$ cat config.mk
export PLATFORM = sky130hd
export DESIGN_NAME = ssc_top
export DESIGN_NICKNAME = d
export VERILOG_FILES = /design/src/ssc_pkg.sv /design/src/ssc_sync.sv /design/src/ssc_spi_master.sv /design/src/ssc_top.sv
export VERILOG_INCLUDE_DIRS = /design/src
export SDC_FILE = /design/constraint.sdc
export NUM_CORES = 1
export LEC_CHECK = 0
export BUFFER_PORTS_ARGS = -buffer_cell sky130_fd_sc_hd__buf_2
export CORE_AREA = 2 2 126 98
export CTS_CLUSTER_DIAMETER = 50
export CTS_CLUSTER_SIZE = 8
export DETAILED_ROUTE_END_ITERATION = 10
export DIE_AREA = 0 0 128 100
export MAX_ROUTING_LAYER = met4
export PLACE_DENSITY = 0.76
export SLEW_MARGIN = 40
export SYNTH_ARGS = -nofsm -noshare
export SYNTH_HDL_FRONTEND = slang
export SYNTH_SLANG_ARGS = --single-unit
$ cat constraint.sdc
create_clock -name i_clk -period 4.2 [get_ports i_clk]
set_clock_uncertainty 0.1 [all_clocks]
set_input_delay 0.21 -clock i_clk [delete_from_list [all_inputs] [get_ports i_clk]]
set_output_delay 0.21 -clock i_clk [all_outputs]
set_load 0.02 [all_outputs]
$ cat src/ssc_defs.svh
`ifndef SSC_DEFS_SVH
`define SSC_DEFS_SVH
// Summary of operation
// - master holds slave select high when idle, low for each transfer; with ss_hold set, select stays low in idle after a transfer
// - device software enables select control when slave uses clock-edge select
// - device software keeps input_sample_phase clear while acting as slave
// - both I2C lines are open drain, pulled low for zero
// - master sends start, then slave address, then direction bit
// - addressed slave acknowledges the address, then data flows
// - receiving master answers the final byte with not-acknowledge
// - stop is data rising while clock is high
// - master keeping the bus sends restart instead of stop
// - master waits while a slave holds the clock line low
// - nine-bit units, eight data bits first, then acknowledge
// - data changes while clock low, sampled on clock rising edge

// timing
`define SSC_CLK_MHZ 125
`define SSC_SPI_HALF_NS 500
`define SSC_I2C_HALF_NS 5000

// register byte offsets
`define SSC_OFS_CTRL 5'h00
`define SSC_OFS_SPI_DATA 5'h04
`define SSC_OFS_I2C_CMD 5'h08
`define SSC_OFS_STATUS 5'h0C
`define SSC_OFS_RX 5'h10

// fields
`define SSC_CTRL_SS_HOLD 0
`define SSC_CMD_LSB 8
`define SSC_ST_SPI_BUSY 0
`define SSC_ST_I2C_BUSY 1
`define SSC_ST_I2C_OWN 2
`define SSC_ST_BUS_BUSY 3
`define SSC_ST_NACK 4
`define SSC_ST_ARB_LOST 5
`define SSC_ST_REFUSED 6
`define SSC_RX_I2C_LSB 8

// reset values
`define SSC_RST_BYTE 8'h00
`define SSC_RST_RDATA 32'h0000_0000
`endif

$ cat src/ssc_pkg.sv
package ssc_pkg;
  typedef enum logic [2:0] {
    CMD_NONE = 3'h0, CMD_START = 3'h1, CMD_WRITE = 3'h2, CMD_READ_ACK = 3'h3,
    CMD_READ_NACK = 3'h4, CMD_STOP = 3'h5, CMD_RESTART = 3'h6, CMD_SPARE = 3'h7
  } ssc_cmd_e;
  typedef enum logic [3:0] {
    SPI_IDLE = 4'h1, SPI_LOW = 4'h2, SPI_HIGH = 4'h4, SPI_TAIL = 4'h8
  } ssc_spi_st_e;
  typedef enum logic [12:0] {
    I2C_IDLE = 13'h0001, I2C_ST_SDA = 13'h0002, I2C_ST_SCL = 13'h0004,
    I2C_HOLD = 13'h0008, I2C_B_LOW = 13'h0010, I2C_B_RISE = 13'h0020,
    I2C_B_HIGH = 13'h0040, I2C_SP_LOW = 13'h0080, I2C_SP_RISE = 13'h0100,
    I2C_SP_HIGH = 13'h0200, I2C_SP_END = 13'h0400, I2C_RS_LOW = 13'h0800,
    I2C_RS_RISE = 13'h1000
  } ssc_i2c_st_e;
  typedef struct packed {logic start; logic hold_ss; logic [7:0] tx;} ssc_spi_req_s;
  typedef struct packed {logic busy; logic [7:0] rx;} ssc_spi_rsp_s;
  typedef struct packed {logic sck; logic ss_n; logic mosi;} ssc_spi_pins_s;
  typedef struct packed {logic [2:0] meta; logic [2:0] stable;} ssc_sync_s;
  typedef struct packed {
    ssc_spi_st_e st; logic [5:0] cnt; logic [2:0] bit_n; logic [7:0] sh;
    ssc_spi_rsp_s rsp; ssc_spi_pins_s pins;
  } ssc_spi_s;
  typedef struct packed {
    ssc_i2c_st_e st; logic [9:0] cnt; logic [3:0] bit_n; logic [8:0] tx;
    logic [7:0] rx; logic rd; logic pend_start; logic scl_oe; logic sda_oe;
    logic drive_lvl; logic bus_busy; logic scl_d; logic sda_d; logic arb_lost;
    logic refused; logic nack; logic ss_hold; logic [7:0] spi_tx;
    logic spi_start; logic wreq; logic [31:0] rdata;
  } ssc_top_s;
endpackage

$ cat src/ssc_sync.sv
`timescale 1ns/1ps
module ssc_sync (
  input wire logic i_clk,
  input wire logic i_reset,
  input wire logic [2:0] i_async,
  output logic [2:0] o_sync
);
  ssc_pkg::ssc_sync_s r_reg;
  ssc_pkg::ssc_sync_s r_next;
  // two flops per line, second stage is the only reader of the first
  always_comb begin
    r_next = r_reg;
    r_next.meta = i_async;
    r_next.stable = r_reg.meta;
  end
  always_ff @(posedge i_clk or posedge i_reset) begin
    if (i_reset) r_reg <= '0;
    else r_reg <= r_next;
  end
  // one output per synchronised line
  for (genvar g = 0; g < 3; g++) begin : g_out
    assign o_sync[g] = r_reg.stable[g];
  end
endmodule // ssc_sync

$ cat src/ssc_spi_master.sv
`timescale 1ns/1ps
`include "ssc_defs.svh"
module ssc_spi_master (
  input wire logic i_clk,
  input wire logic i_reset,
  input wire ssc_pkg::ssc_spi_req_s i_req,
  input wire logic i_miso_sync,
  output ssc_pkg::ssc_spi_rsp_s o_rsp,
  output ssc_pkg::ssc_spi_pins_s o_pins
);
  localparam logic [5:0] HALF = 6'((`SSC_SPI_HALF_NS * `SSC_CLK_MHZ + 999) / 1000 - 1);
  ssc_pkg::ssc_spi_s r_reg;
  ssc_pkg::ssc_spi_s r_next;
  // clock idles low, data set while low, sampled on the rising edge, msb first
  always_comb begin
    r_next = r_reg;
    r_next.cnt = (r_reg.cnt == 6'h00) ? r_reg.cnt : r_reg.cnt - 6'h01;
    unique case (r_reg.st)
      ssc_pkg::SPI_IDLE: begin
        if (!i_req.hold_ss) r_next.pins.ss_n = 1'b1;
        if (i_req.start) begin
          r_next.st = ssc_pkg::SPI_LOW;
          r_next.pins.ss_n = 1'b0; // select driven low for every byte
          r_next.sh = i_req.tx;
          r_next.pins.mosi = i_req.tx[7];
          r_next.bit_n = 3'h0;
          r_next.cnt = HALF;
          r_next.rsp.busy = 1'b1;
        end
      end
      ssc_pkg::SPI_LOW: if (r_reg.cnt == 6'h00) begin
        r_next.st = ssc_pkg::SPI_HIGH;
        r_next.pins.sck = 1'b1;
        r_next.sh = {r_reg.sh[6:0], i_miso_sync};
        r_next.cnt = HALF;
      end
      ssc_pkg::SPI_HIGH: if (r_reg.cnt == 6'h00) begin
        r_next.pins.sck = 1'b0;
        r_next.cnt = HALF;
        if (r_reg.bit_n == 3'h7) begin
          r_next.st = ssc_pkg::SPI_TAIL;
          r_next.rsp.rx = r_reg.sh;
        end else begin
          r_next.st = ssc_pkg::SPI_LOW;
          r_next.bit_n = r_reg.bit_n + 3'h1;
          r_next.pins.mosi = r_reg.sh[7]; // half a bit before sampling
        end
      end
      ssc_pkg::SPI_TAIL: if (r_reg.cnt == 6'h00) begin
        r_next.st = ssc_pkg::SPI_IDLE;
        r_next.rsp.busy = 1'b0;
        r_next.pins.ss_n = ~i_req.hold_ss;
      end
    endcase
  end
  always_ff @(posedge i_clk or posedge i_reset) begin
    if (i_reset) begin
      r_reg <= '0;
      r_reg.st <= ssc_pkg::SPI_IDLE;
      r_reg.pins.ss_n <= 1'b1;
    end else begin
      r_reg <= r_next;
    end
  end
  assign o_rsp = r_reg.rsp;
  assign o_pins = r_reg.pins;
endmodule // ssc_spi_master

$ cat src/ssc_top.sv
`timescale 1ns/1ps
`include "ssc_defs.svh"
module ssc_top (
  input wire logic i_clk,
  input wire logic i_reset,
  // avalon-mm slave
  input wire logic [4:0] i_avs_address,
  input wire logic i_avs_read,
  input wire logic i_avs_write,
  input wire logic [31:0] i_avs_writedata,
  output logic [31:0] o_avs_readdata,
  output logic o_avs_waitrequest,
  // spi master pins
  output logic o_spi_sck,
  output logic o_spi_ss_n,
  output logic o_spi_mosi,
  input wire logic i_spi_miso,
  // i2c open-drain pins
  input wire logic i_scl,
  output logic o_scl,
  output logic o_scl_oe,
  input wire logic i_sda,
  output logic o_sda,
  output logic o_sda_oe
);
  localparam logic [9:0] HALF = 10'((`SSC_I2C_HALF_NS * `SSC_CLK_MHZ + 999) / 1000 - 1);

  ssc_pkg::ssc_top_s r_reg;
  ssc_pkg::ssc_top_s r_next;
  ssc_pkg::ssc_spi_req_s spi_req;
  ssc_pkg::ssc_spi_rsp_s spi_rsp;
  ssc_pkg::ssc_spi_pins_s spi_pins;
  logic [2:0] sync_out;
  logic s_scl;
  logic s_sda;
  logic s_miso;
  logic start_det;
  logic stop_det;
  logic req;
  logic take;
  logic finish;
  logic tick;
  logic i2c_busy;
  ssc_pkg::ssc_cmd_e cmd;

  // pin inputs pass two flops before any use
  ssc_sync u_sync (
    .i_clk(i_clk),
    .i_reset(i_reset),
    .i_async({i_spi_miso, i_sda, i_scl}),
    .o_sync(sync_out)
  );
  assign s_scl = sync_out[0];
  assign s_sda = sync_out[1];
  assign s_miso = sync_out[2];

  // byte-wide spi engine
  assign spi_req = '{start: r_reg.spi_start, hold_ss: r_reg.ss_hold, tx: r_reg.spi_tx};
  ssc_spi_master u_spi (
    .i_clk(i_clk),
    .i_reset(i_reset),
    .i_req(spi_req),
    .i_miso_sync(s_miso),
    .o_rsp(spi_rsp),
    .o_pins(spi_pins)
  );

  // bus condition detect on synchronised lines, one cycle apart
  assign start_det = r_reg.scl_d & s_scl & r_reg.sda_d & ~s_sda;
  assign stop_det = r_reg.scl_d & s_scl & ~r_reg.sda_d & s_sda;

  // bus handshake: first cycle of a request drops waitrequest next edge
  assign req = i_avs_read | i_avs_write;
  assign take = req & r_reg.wreq;
  assign finish = req & ~r_reg.wreq;
  assign tick = (r_reg.cnt == 10'h000);
  assign cmd = ssc_pkg::ssc_cmd_e'(i_avs_writedata[`SSC_CMD_LSB+2:`SSC_CMD_LSB]);
  assign i2c_busy = r_reg.pend_start |
                    ~(r_reg.st == ssc_pkg::I2C_IDLE || r_reg.st == ssc_pkg::I2C_HOLD);

  always_comb begin
    r_next = r_reg;
    r_next.spi_start = 1'b0;
    r_next.scl_d = s_scl;
    r_next.sda_d = s_sda;
    r_next.cnt = tick ? r_reg.cnt : r_reg.cnt - 10'h001;

    // bus busy tracking from observed conditions
    if (start_det) r_next.bus_busy = 1'b1;
    else if (stop_det) r_next.bus_busy = 1'b0;

    // register access
    r_next.wreq = ~take;
    if (take && i_avs_read) begin
      r_next.rdata = `SSC_RST_RDATA;
      unique case (i_avs_address)
        `SSC_OFS_CTRL: r_next.rdata[`SSC_CTRL_SS_HOLD] = r_reg.ss_hold;
        `SSC_OFS_SPI_DATA: r_next.rdata[7:0] = r_reg.spi_tx;
        `SSC_OFS_STATUS: begin
          r_next.rdata[`SSC_ST_SPI_BUSY] = spi_rsp.busy;
          r_next.rdata[`SSC_ST_I2C_BUSY] = i2c_busy;
          r_next.rdata[`SSC_ST_I2C_OWN] = (r_reg.st == ssc_pkg::I2C_HOLD);
          r_next.rdata[`SSC_ST_BUS_BUSY] = r_reg.bus_busy;
          r_next.rdata[`SSC_ST_NACK] = r_reg.nack;
          r_next.rdata[`SSC_ST_ARB_LOST] = r_reg.arb_lost;
          r_next.rdata[`SSC_ST_REFUSED] = r_reg.refused;
        end
        `SSC_OFS_RX: begin
          r_next.rdata[7:0] = spi_rsp.rx;
          r_next.rdata[`SSC_RX_I2C_LSB+7:`SSC_RX_I2C_LSB] = r_reg.rx;
        end
        default: r_next.rdata = `SSC_RST_RDATA; // unmapped reads zero
      endcase
    end
    if (finish && i_avs_write) begin
      unique case (i_avs_address)
        `SSC_OFS_CTRL: r_next.ss_hold = i_avs_writedata[`SSC_CTRL_SS_HOLD];
        `SSC_OFS_SPI_DATA: begin
          // a write while a byte is in flight is dropped and flagged
          if (spi_rsp.busy) begin
            r_next.refused = 1'b1;
          end else begin
            r_next.spi_tx = i_avs_writedata[7:0];
            r_next.spi_start = 1'b1;
          end
        end
        `SSC_OFS_STATUS: begin
          // write one to clear sticky flags
          if (i_avs_writedata[`SSC_ST_ARB_LOST]) r_next.arb_lost = 1'b0;
          if (i_avs_writedata[`SSC_ST_REFUSED]) r_next.refused = 1'b0;
        end
        `SSC_OFS_I2C_CMD: begin
          unique case (cmd)
            ssc_pkg::CMD_START: begin
              // start is queued until the bus is idle
              if (r_reg.st == ssc_pkg::I2C_IDLE && !r_reg.pend_start)
                r_next.pend_start = 1'b1;
              else
                r_next.refused = 1'b1;
            end
            ssc_pkg::CMD_WRITE, ssc_pkg::CMD_READ_ACK, ssc_pkg::CMD_READ_NACK: begin
              if (r_reg.st == ssc_pkg::I2C_HOLD) begin
                r_next.st = ssc_pkg::I2C_B_LOW;
                r_next.cnt = HALF;
                r_next.bit_n = 4'h0;
                r_next.rd = (cmd != ssc_pkg::CMD_WRITE);
                // eight data bits, then a released or driven ack slot
                if (cmd == ssc_pkg::CMD_WRITE)
                  r_next.tx = {i_avs_writedata[7:0], 1'b1};
                else if (cmd == ssc_pkg::CMD_READ_NACK)
                  r_next.tx = 9'h1FF;
                else
                  r_next.tx = 9'h1FE;
              end else begin
                r_next.refused = 1'b1;
              end
            end
            ssc_pkg::CMD_STOP: begin
              if (r_reg.st == ssc_pkg::I2C_HOLD) begin
                r_next.st = ssc_pkg::I2C_SP_LOW;
                r_next.cnt = HALF;
              end else begin
                r_next.refused = 1'b1;
              end
            end
            ssc_pkg::CMD_RESTART: begin
              if (r_reg.st == ssc_pkg::I2C_HOLD) begin
                r_next.st = ssc_pkg::I2C_RS_LOW;
                r_next.cnt = HALF;
              end else begin
                r_next.refused = 1'b1;
              end
            end
            default: r_next.refused = 1'b1;
          endcase
        end
        default: ; // unmapped writes are ignored
      endcase
    end

    // i2c master engine; lines are only ever pulled low or released
    unique case (r_reg.st)
      ssc_pkg::I2C_IDLE: begin
        r_next.scl_oe = 1'b0;
        r_next.sda_oe = 1'b0;
        // begin only on a quiet bus with both lines high
        if (r_reg.pend_start && !r_reg.bus_busy && !start_det && s_scl && s_sda) begin
          r_next.pend_start = 1'b0;
          r_next.st = ssc_pkg::I2C_ST_SDA;
          r_next.cnt = HALF;
        end
      end
      ssc_pkg::I2C_ST_SDA: if (tick) begin
        // data falls while clock is high
        r_next.sda_oe = 1'b1;
        r_next.st = ssc_pkg::I2C_ST_SCL;
        r_next.cnt = HALF;
      end
      ssc_pkg::I2C_ST_SCL: if (tick) begin
        r_next.scl_oe = 1'b1;
        r_next.st = ssc_pkg::I2C_HOLD;
      end
      ssc_pkg::I2C_HOLD: r_next.scl_oe = 1'b1; // clock held low between units
      ssc_pkg::I2C_B_LOW: begin
        // data set one cycle after clock went low
        r_next.sda_oe = ~r_reg.tx[8];
        if (tick) begin
          r_next.scl_oe = 1'b0;
          r_next.st = ssc_pkg::I2C_B_RISE;
        end
      end
      ssc_pkg::I2C_B_RISE: begin
        // a slave holding the clock low stalls us here
        if (s_scl) begin
          if (!r_reg.rd && r_reg.bit_n != 4'h8 && r_reg.tx[8] && !s_sda) begin
            // lost arbitration: release both lines, wait for a stop
            r_next.sda_oe = 1'b0;
            r_next.scl_oe = 1'b0;
            r_next.arb_lost = 1'b1;
            r_next.st = ssc_pkg::I2C_IDLE;
          end else begin
            if (r_reg.bit_n == 4'h8) begin
              if (!r_reg.rd) r_next.nack = s_sda;
            end else begin
              r_next.rx = {r_reg.rx[6:0], s_sda};
            end
            r_next.st = ssc_pkg::I2C_B_HIGH;
            r_next.cnt = HALF;
          end
        end
      end
      ssc_pkg::I2C_B_HIGH: if (tick) begin
        r_next.scl_oe = 1'b1;
        if (r_reg.bit_n == 4'h8) begin
          r_next.st = ssc_pkg::I2C_HOLD;
        end else begin
          r_next.bit_n = r_reg.bit_n + 4'h1;
          r_next.tx = {r_reg.tx[7:0], 1'b1};
          r_next.st = ssc_pkg::I2C_B_LOW;
          r_next.cnt = HALF;
        end
      end
      ssc_pkg::I2C_SP_LOW: begin
        // pull data low under the low clock, then free the clock
        r_next.sda_oe = 1'b1;
        if (tick) begin
          r_next.scl_oe = 1'b0;
          r_next.st = ssc_pkg::I2C_SP_RISE;
        end
      end
      ssc_pkg::I2C_SP_RISE: if (s_scl) begin
        r_next.st = ssc_pkg::I2C_SP_HIGH;
        r_next.cnt = HALF;
      end
      ssc_pkg::I2C_SP_HIGH: if (tick) begin
        r_next.sda_oe = 1'b0;
        r_next.st = ssc_pkg::I2C_SP_END;
        r_next.cnt = HALF;
      end
      ssc_pkg::I2C_SP_END: if (tick) r_next.st = ssc_pkg::I2C_IDLE;
      ssc_pkg::I2C_RS_LOW: begin
        // free data under the low clock, then raise the clock for a new start
        r_next.sda_oe = 1'b0;
        if (tick) begin
          r_next.scl_oe = 1'b0;
          r_next.st = ssc_pkg::I2C_RS_RISE;
        end
      end
      ssc_pkg::I2C_RS_RISE: if (s_scl) begin
        r_next.st = ssc_pkg::I2C_ST_SDA;
        r_next.cnt = HALF;
      end
    endcase
  end

  // single state register
  always_ff @(posedge i_clk or posedge i_reset) begin
    if (i_reset) begin
      r_reg <= '0;
      r_reg.st <= ssc_pkg::I2C_IDLE;
      r_reg.wreq <= 1'b1;
    end else begin
      r_reg <= r_next;
    end
  end

  // outputs straight from flops
  assign o_avs_readdata = r_reg.rdata;
  assign o_avs_waitrequest = r_reg.wreq;
  assign o_scl = r_reg.drive_lvl;
  assign o_sda = r_reg.drive_lvl;
  assign o_scl_oe = r_reg.scl_oe;
  assign o_sda_oe = r_reg.sda_oe;
  assign o_spi_sck = spi_pins.sck;
  assign o_spi_ss_n = spi_pins.ss_n;
  assign o_spi_mosi = spi_pins.mosi;
endmodule // ssc_top

* Word-level counts from Yosys, hierarchy flattened
Cells that the tools add are included.
** Word-level totals
- Latch bits :: 0
- Memories :: 0
- Bits in read-only memories :: 0
- Register bits after elaboration :: 120
- Input bits :: 44
- Bits in writable memories :: 0
- Word-level logic and storage cells :: 235
** Operators by class
- Shift operators :: 0
- Multipliers :: 0
- Equality and inequality tests :: 47
- Bitwise logic cells :: 20
- Magnitude comparators :: 0
- Add/subtract/negate cells :: 4
- Mux-type cells :: 86
- Div/mod/pow operators :: 0
- Reduce and logical (&&, ||, !) cells :: 47
** Operators by type and width (number)
- 23-bit two-way mux :: 9
- 13-bit case mux with 12 select lines :: 1
- 36-bit two-way mux :: 4
- 13-bit two-way mux :: 8
- 10-bit case mux with 7 select lines :: 1
- 23-bit case mux with 3 select lines :: 1
- 6-bit case mux with 3 select lines :: 2
- 1-bit two-way mux :: 30
- 10-bit two-way mux :: 3
- 22-bit two-way mux :: 1
- 3-bit AND reduction :: 6
- 8-bit two-way mux :: 2
- 4-bit case mux with 4 select lines :: 1
- 8-bit case mux with 2 select lines :: 1
- 4-bit AND reduction :: 4
- 5-bit AND reduction :: 3
- 2-bit by 1-bit != test with 1-bit output (second input constant) :: 7
- 13-bit by 1-bit equality test with 1-bit output (second input constant) :: 1
- 13-bit by 10-bit equality test with 1-bit output (second input constant) :: 1
- 13-bit by 11-bit equality test with 1-bit output (second input constant) :: 1
- 13-bit by 12-bit equality test with 1-bit output (second input constant) :: 1
- 13-bit equality test (second input constant) :: 1
- 13-bit by 2-bit equality test with 1-bit output (second input constant) :: 1
- 13-bit by 3-bit equality test with 1-bit output (second input constant) :: 1
- other kinds (55) :: 113

* Longest topological paths before layout
Gate-level depths: netlist of the first run.
- Depth in word-level cells :: 10
- Gate-level depth with buffers :: 10
- Mapped depth without buffers :: 9

* By module
A second synthesis of the first run with hierarchy kept.
** Unflattened totals
- Cell total of the unflattened synthesis :: 664
- Area, all modules :: 6548.8 µm²
** Modules (own cells, without submodules)
- ssc_top :: sequential area each 2029.4 µm², cells each 497, area each 4634.4 µm², times used 1
- ssc_spi_master :: sequential area each 828.3 µm², cells each 160, area each 1760.4 µm², times used 1
- ssc_sync :: sequential area each 150.1 µm², cells each 7, area each 153.9 µm², times used 1

* Worst setup path after synthesis of the first run
OpenSTA, ideal clock, no wires.
- Kind :: register -> register
- From :: reg r_reg[90] (netlist bit)
- To :: reg r_reg[94] (netlist bit)
- Clock period less this slack :: 2984 ps
- Library setup time :: 137 ps
- Data required time :: 3963 ps
- Slack :: 1216 ps
- Data arrival time :: 2747 ps
- Stages on the path, launching flop included :: 10
- Buffers on the path :: 2
- Cell sequence :: dfrtp_1 > buf_6 > or4_4 > buf_6 > or2_4 > or4_4 > and3b_4 > a211o_4 > nor3_4 > o32ai_1
** RTL lines
- start: declaration :: line ssc_top.sv:28 : ssc_pkg::ssc_top_s r_reg;
- start signal: assignment :: line ssc_top.sv:283 : r_reg <= r_next;

==> flow_metrics.py, run 1 <==
metrics = {
    "run_status": {
        "run_status": "finished, final reports clean",
    },
    "global_routing": {
        "gr-total-overflow": 0,
        "grt_first_pass_wirelength_microns": 24100,
        "first_global_vias": 4721,
        "grt_max_degree": 68,
        "antenna_found_initial": 0,
        "grt_usage": 0.251,
    },
    "setup_path": {
        "worstPathArrival_ps": 3490,
        "r2r_start": "r_reg[86]",
        "rr_worst_depth": 7,
        "start_kind": "flip-flop",
        "path_delay_family": "simple AND/OR/NAND/NOR gates",
        "critPathKind": "reg2reg",
        "end_kind": "flip-flop",
        "reg2reg_slack_ps": 900,
        "crit_path_max_fanout": 9,
        "reg2reg_to": "r_reg[80]",
        "cp_cell_sequence": "or4_1, nor3_1, and3_1, a211o_1, a31o_2, o21ai_1, or3b_2",
        "slowest_stage": "or4_1",
        "slowest_delay_ps": 620,
        "cp.required_ps": 4390,
        "crit_buf_inv": 0,
    },
    "floorplanning": {
        "coreArea_sq_um": 11700,
        "initial_utilization": 0.532,
        "row_count": 35,
        "die-area_sq_um": 12800,
        "die_height_microns": 100,
        "die_w_microns": 128,
        "pin_count": 84,
    },
    "yosys": {
        "async_reset_ff_frac": 1.00,
        "syn_inst": 664,
        "synth_area_sq_um": 6240,
        "synth_edf_count": 0,
        "yosys-top-cells-count": "116 x dfrtp_1, 79 x nand2_1, 75 x nor2_1",
        "yosysTopAreaCellShare": 0.465,
        "synthMostInstantiatedCell": "dfrtp_1",
        "synthFlopType": "dfrtp_1",
        "synth_warnings": 0,
        "synth_area_per_cell_sq_um": 9.40,
        "ys_types": 61,
        "ys_seq_area_frac": 0.482,
        "ys_ff_latch": 120,
        "synth_area_leaders": "dfrtp_1 47%, mux2_2 5.2%, nand2_1 4.8%",
        "yosysTopAreaCell": "dfrtp_1",
    },
    "routing": {
        "vias": 5044,
        "route.detailed.drc": 0,
        "drtAntennaViolNets": 0,
        "vias_per_cell": 5.83,
        "wirelength_microns": 14700,
        "dr.pass1.iters": 6,
        "drtIter0Drc": 358,
        "wl_per_cell_microns": 17.0,
    },
    "timing": {
        "min_period_ps": 3300,
        "slew_viol_final": 0,
        "hold_viol": 0,
        "grt_setup_unrepaired": "no",
        "setup_viol": 0,
        "final.setup.tns_ps": 0,
        "fin_crit_sh": 0.786,
        "fmax_ghz": 0.303,
        "worstMarginPinSlew_ps": 667,
        "slew_headroom": 0.555,
    },
    "cts": {
        "cts_tree": "done",
        "cts_resized": 0,
        "cts_root_buf": "clkbuf_16",
        "clk_latency_ps": 420,
        "clock-sinks": 120,
        "max-clock-path-buffers": 2,
        "h-tree-depth": 4,
        "cts_buffers": 17,
        "clk_pin_slew_ps": 60,
    },
    "place": {
        "gp_congestion": 0.985,
        "hpwl_microns": 10400,
        "portBuffers": 44,
        "placed_area_sq_um": 6410,
    },
    "min_path": {
        "hold_depth": 4,
        "hp-class": "in2reg",
        "hold_path_startpoint": "i_avs_writedata[8]",
        "holdPathEnd": "r_reg[62]",
    },
    "layout": {
        "final_layout_size_suffix_gt1_frac": 0.191,
        "stdcell_area_sq_um": 7160,
        "nets": 756,
        "num_antenna_cells": 0,
        "syn2layout_area_growth_pct": 14.7,
        "nFillCells": 937,
        "largest_register_ffs": 62,
    },
    "pwr": {
        "p_leak_uw": 0.00325,
        "ir_drop_mv": 0.315,
        "p_per_area_nw_per_um2": 498,
    },
    "flow_run": {
        "maxCapViolCount": 0,
    },
}
## cells in the final DEF, fill, tap and decap left out, types with 17 or more instances in the layout
cell / Yosys / layout
o21ai_0: 47 / 47
conb_1: 1 / 18
nor3_1: 20 / 19
nor2_1: 75 / 74
dfrtp_1: 116 / 116
a21oi_1: 23 / 23
clkbuf_16: 0 / 17
a31oi_1: 17 / 17
mux2_2: 29 / 29
nand3_1: 27 / 27
buf_2: 3 / 44
nand2_1: 79 / 78
## metal layers
layer | vias up | track usage | share of wire
met4 | 0 | 0.0795 | 0.012
met5 | - | - | 0
met3 | 17 | 0.0549 | 0.060
li1 | 2393 | - | -
met1 | 2460 | 0.365 | 0.50
met2 | 174 | 0.352 | 0.43
## timing repair
action / 4_1_cts / 5_1_grt
endpoints found under the setup margin: 0 / 0
hold buffers: 14 / 0
buffers inserted: 0 / 0
hold endpoints to repair: 80 / 0
## final cells by class
type | count | area, sq um | share of cell area
timing repair buffer | 67 | 428 | 0.0598
sequential | 120 | 3010 | 0.420
tap | 148 | 185 | 0.0259
clock inverter | 15 | 179 | 0.0250
inverter | 16 | 65.1 | 0.00909
multi-input combinational | 482 | 2870 | 0.401
clock buffer | 17 | 425 | 0.0594
## report_power, final
part / internal (uW) / leakage [uW] / switching (uW)
combinational: 257 / 0.00144 / 344
clock: 933 / 0.000285 / 546
sequential: 1330 / 0.00152 / 156
total: 2520 / 0.00325 / 1050
## worst reg2reg max path, delay by kind of cell (launching register included)
| family | cells | cell delay [ps] |
|---|---|---|
| DFF | 1 | 470 |
| and+or+nand+nor | 4 | 2120 |
| AOI/OAI and AO/OA | 3 | 490 |
## through the flow
| step | setup slack, ps | cells | utilization | total power (uW) | hold WS [ps] |
|---|---|---|---|---|---|
| final | 899 | 865 | 0.610 | 3570 | 61.9 |
| after detailed placement | 956 | 819 | 0.546 | 2090 | 222 |
| after global placement | 957 | 819 | 0.545 | 2050 | 221 |
| after global routing | 764 | 865 | 0.610 | 3740 | 87.8 |
| after floorplan | 711 | 681 | - | 1930 | 141 |
| after CTS | 959 | 865 | 0.609 | 3590 | 48.4 |
## cell families after synthesis
kind of cell / Yosys count / share of synthesized area
buffers and inverters: 79 / 0.0710
other: 1 / 0.000601
muxes: 38 / 0.0668
DFF: 120 / 0.482
AOI/OAI and AO/OA: 131 / 0.129
adders and majority gates: 8 / 0.0160
and+or+nand+nor: 270 / 0.211
xor gates and xnor gates: 17 / 0.0239
## worst max path at each step
stage                         to  cells after the start  slack [ps]      start
3_3_place_gp           r_reg[94]                      7         960  r_reg[90]
3_5_place_dp           r_reg[94]                      7         960  r_reg[90]
4_1_cts                r_reg[94]                      7         960  r_reg[90]
5_1_grt                r_reg[80]                      7         760  r_reg[86]
2_1_floorplan  o_avs_readdata[0]                      1         710    i_reset
6_report               r_reg[80]                      7         900  r_reg[86]
No activity file was read; power rests on OpenSTA's default activity.
==> run 2: changes to the inputs <==
Settings changed: ABC_AREA set to 1, CORE_AREA 2 2 126 98 to 2 2 132 102, DIE_AREA 0 0 128 100 to 0 0 134 104, PLACE_DENSITY 0.76 to 0.75.
Clock period 4.2 ns to 3.31 ns, I/O delays scaled along.
==> flow_metrics.py, run 2 <==
metrics = {
    "layout": {
        "stdcell_area_sq_um": 7820,
        "final_cells": 1126,
        "num_antenna_cells": 0,
        "largest_register_ffs": 62,
        "nFillCells": 1150,
        "fin_util": 0.618,
        "final_layout_size_suffix_gt1_frac": 0.148,
        "nets": 994,
        "layout_common_cells": "226 x nand2_1, 116 x dfrtp_1, 112 x inv_1, 88 x nor2_1, 73 x o21ai_0",
        "syn2layout_area_growth_pct": 14.5,
        "final_common_cell": "nand2_1",
    },
    "global_routing": {
        "grt_usage": 0.256,
        "grt_first_pass_wirelength_microns": 27200,
        "antenna_found_initial": 0,
        "gr-total-overflow": 0,
        "grt_max_degree": 37,
        "first_global_vias": 5511,
    },
    "cts": {
        "cts_tree": "done",
        "cts_resized": 0,
        "cts_root_buf": "clkbuf_16",
        "clock-sinks": 120,
        "clk_pin_slew_ps": 60,
        "post_cts_buffers": 0,
        "max-clock-path-buffers": 2,
        "clk_latency_ps": 420,
        "h-tree-depth": 4,
        "cts_buffers": 17,
        "cts-hold-fix-buffers": 15,
    },
    "place": {
        "hpwl_microns": 11700,
        "portBuffers": 44,
        "placed_area_sq_um": 7100,
        "dp.cells": 1079,
        "gp_congestion": 0.998,
    },
    "yosys": {
        "async_reset_ff_frac": 1.00,
        "yosysTopAreaCell": "dfrtp_1",
        "ys_ff_latch": 120,
        "syn_inst": 887,
        "synth_area_leaders": "dfrtp_1 42%, nand2_1 12%, inv_1 6.2%",
        "ys_types": 48,
        "synth_edf_count": 0,
        "yosys-top-cells-count": "226 x nand2_1, 116 x dfrtp_1, 113 x inv_1",
        "synthMostInstantiatedCell": "nand2_1",
        "synth_area_per_cell_sq_um": 7.71,
        "synth_warnings": 0,
        "synthFlopType": "dfrtp_1",
        "ys_seq_area_frac": 0.440,
        "synth_area_sq_um": 6840,
        "yosysTopAreaCellShare": 0.425,
    },
    "setup_path": {
        "setup.worst_path.start": "i_avs_write",
        "r2r_start": "r_reg[75]",
        "reg2reg_to": "r_reg[77]",
        "start_kind": "input port",
        "cp.required_ps": 3540,
        "crit_path_max_fanout": 19,
        "reg2reg_slack_ps": 1010,
        "worstPathArrival_ps": 2820,
        "rr_worst_depth": 13,
        "critPathKind": "in2reg",
        "end_kind": "flip-flop",
    },
    "routing": {
        "drtAntennaViolNets": 0,
        "route.detailed.drc": 0,
        "wirelength_microns": 16200,
        "vias_per_cell": 5.24,
        "maxUsedRoutingLayer": "met4",
        "drtIter0Drc": 466,
        "m1WireLength_microns": 8010,
        "vias": 5904,
        "dr_wl_met3_microns": 1210,
        "dr.pass1.iters": 5,
        "wl_per_cell_microns": 14.4,
        "wl_met2_microns": 6810,
    },
    "timing": {
        "hold_viol": 0,
        "grt_setup_unrepaired": "no",
        "slew_viol_final": 0,
        "min_period_ps": 2590,
        "whs_ps": 16.4,
        "fmax_ghz": 0.386,
        "setup_viol": 0,
        "fin_crit_sh": 0.782,
        "slew_headroom": 0.567,
        "worstMarginPinSlew_ps": 647,
        "final.setup.tns_ps": 0,
    },
    "min_path": {
        "hp-class": "in2reg",
        "hold_path_startpoint": "i_avs_writedata[10]",
        "hold_depth": 4,
        "holdPathEnd": "r_reg[52]",
    },
    "floorplanning": {
        "pin_count": 84,
        "coreArea_sq_um": 12700,
        "row_count": 36,
        "die_height_microns": 104,
        "initial_utilization": 0.540,
        "die-area_sq_um": 13900,
        "die_w_microns": 134,
    },
    "pwr": {
        "p_per_area_nw_per_um2": 600,
        "ir_drop_mv": 0.393,
        "p_leak_uw": 0.00394,
    },
    "run_status": {
        "run_status": "finished, final reports clean",
    },
    "flow_run": {
        "maxCapViolCount": 0,
    },
}
-- run 2: worst max path at each step --
stage                          to  cells past startpoint
6_report       o_avs_readdata[11]                      9
5_1_grt        o_avs_readdata[11]                      9
4_1_cts        o_avs_readdata[11]                      9
3_5_place_dp            r_reg[76]                     13
3_3_place_gp            r_reg[82]                     13
2_1_floorplan           r_reg[75]                     13
-- run 2: cells by family (layout without fill, tap and decap cells) --
kind of cell	count (synthesis)	after routing	synth area share
and+or+nand+nor	430	430	0.293
buffers and inverters	172	223	0.118
xor gates and xnor gates	7	7	0.00897
AOI/OAI and AO/OA	149	149	0.126
other	1	18	0.000549
DFF	120	120	0.440
adders and majority gates	8	8	0.0146
-- run 2: cell type report --
cell class                      instances  area, sq um  share of cell area
Tap cell                              171          214              0.0273
Sequential cell                       120         3010               0.384
Inverter                              125          474              0.0606
Clock inverter                         13          130              0.0166
Timing Repair Buffer                   66          468              0.0598
Clock buffer                           19          443              0.0566
Multi-Input combinational cell        612         3090               0.395
-- run 2: power by group --
part | leakage (uW) | internal, uW | switching (uW)
Sequential | 0.00150 | 1660 | 156
Clock | 0.000278 | 1120 | 674
Combinational | 0.00216 | 374 | 713
Total | 0.00394 | 3150 | 1540
-- run 2: critical path, cell delays in order --
cell and delay, ps:
dlygate4sd3_1 520, buf_2 130, nor2_1 50, dlygate4sd3_1 550, inv_1 70, nand3_1 460, inv_1 460, nand2_1 210
o21ai_0 200
-- run 2: metal layers --
layer,GRT usage,vias to the layer above
met3,0.0658,15
li1,-,2923
met4,0.0836,0
met2,0.347,198
met5,-,-
met1,0.373,2768
-- run 2: through the flow --
stage	total power (uW)	setup slack, ps
after floorplan	2660	1490
after global placement	2860	1100
after detailed placement	2900	1070
after CTS	4720	732
after global routing	4960	418
final	4700	722
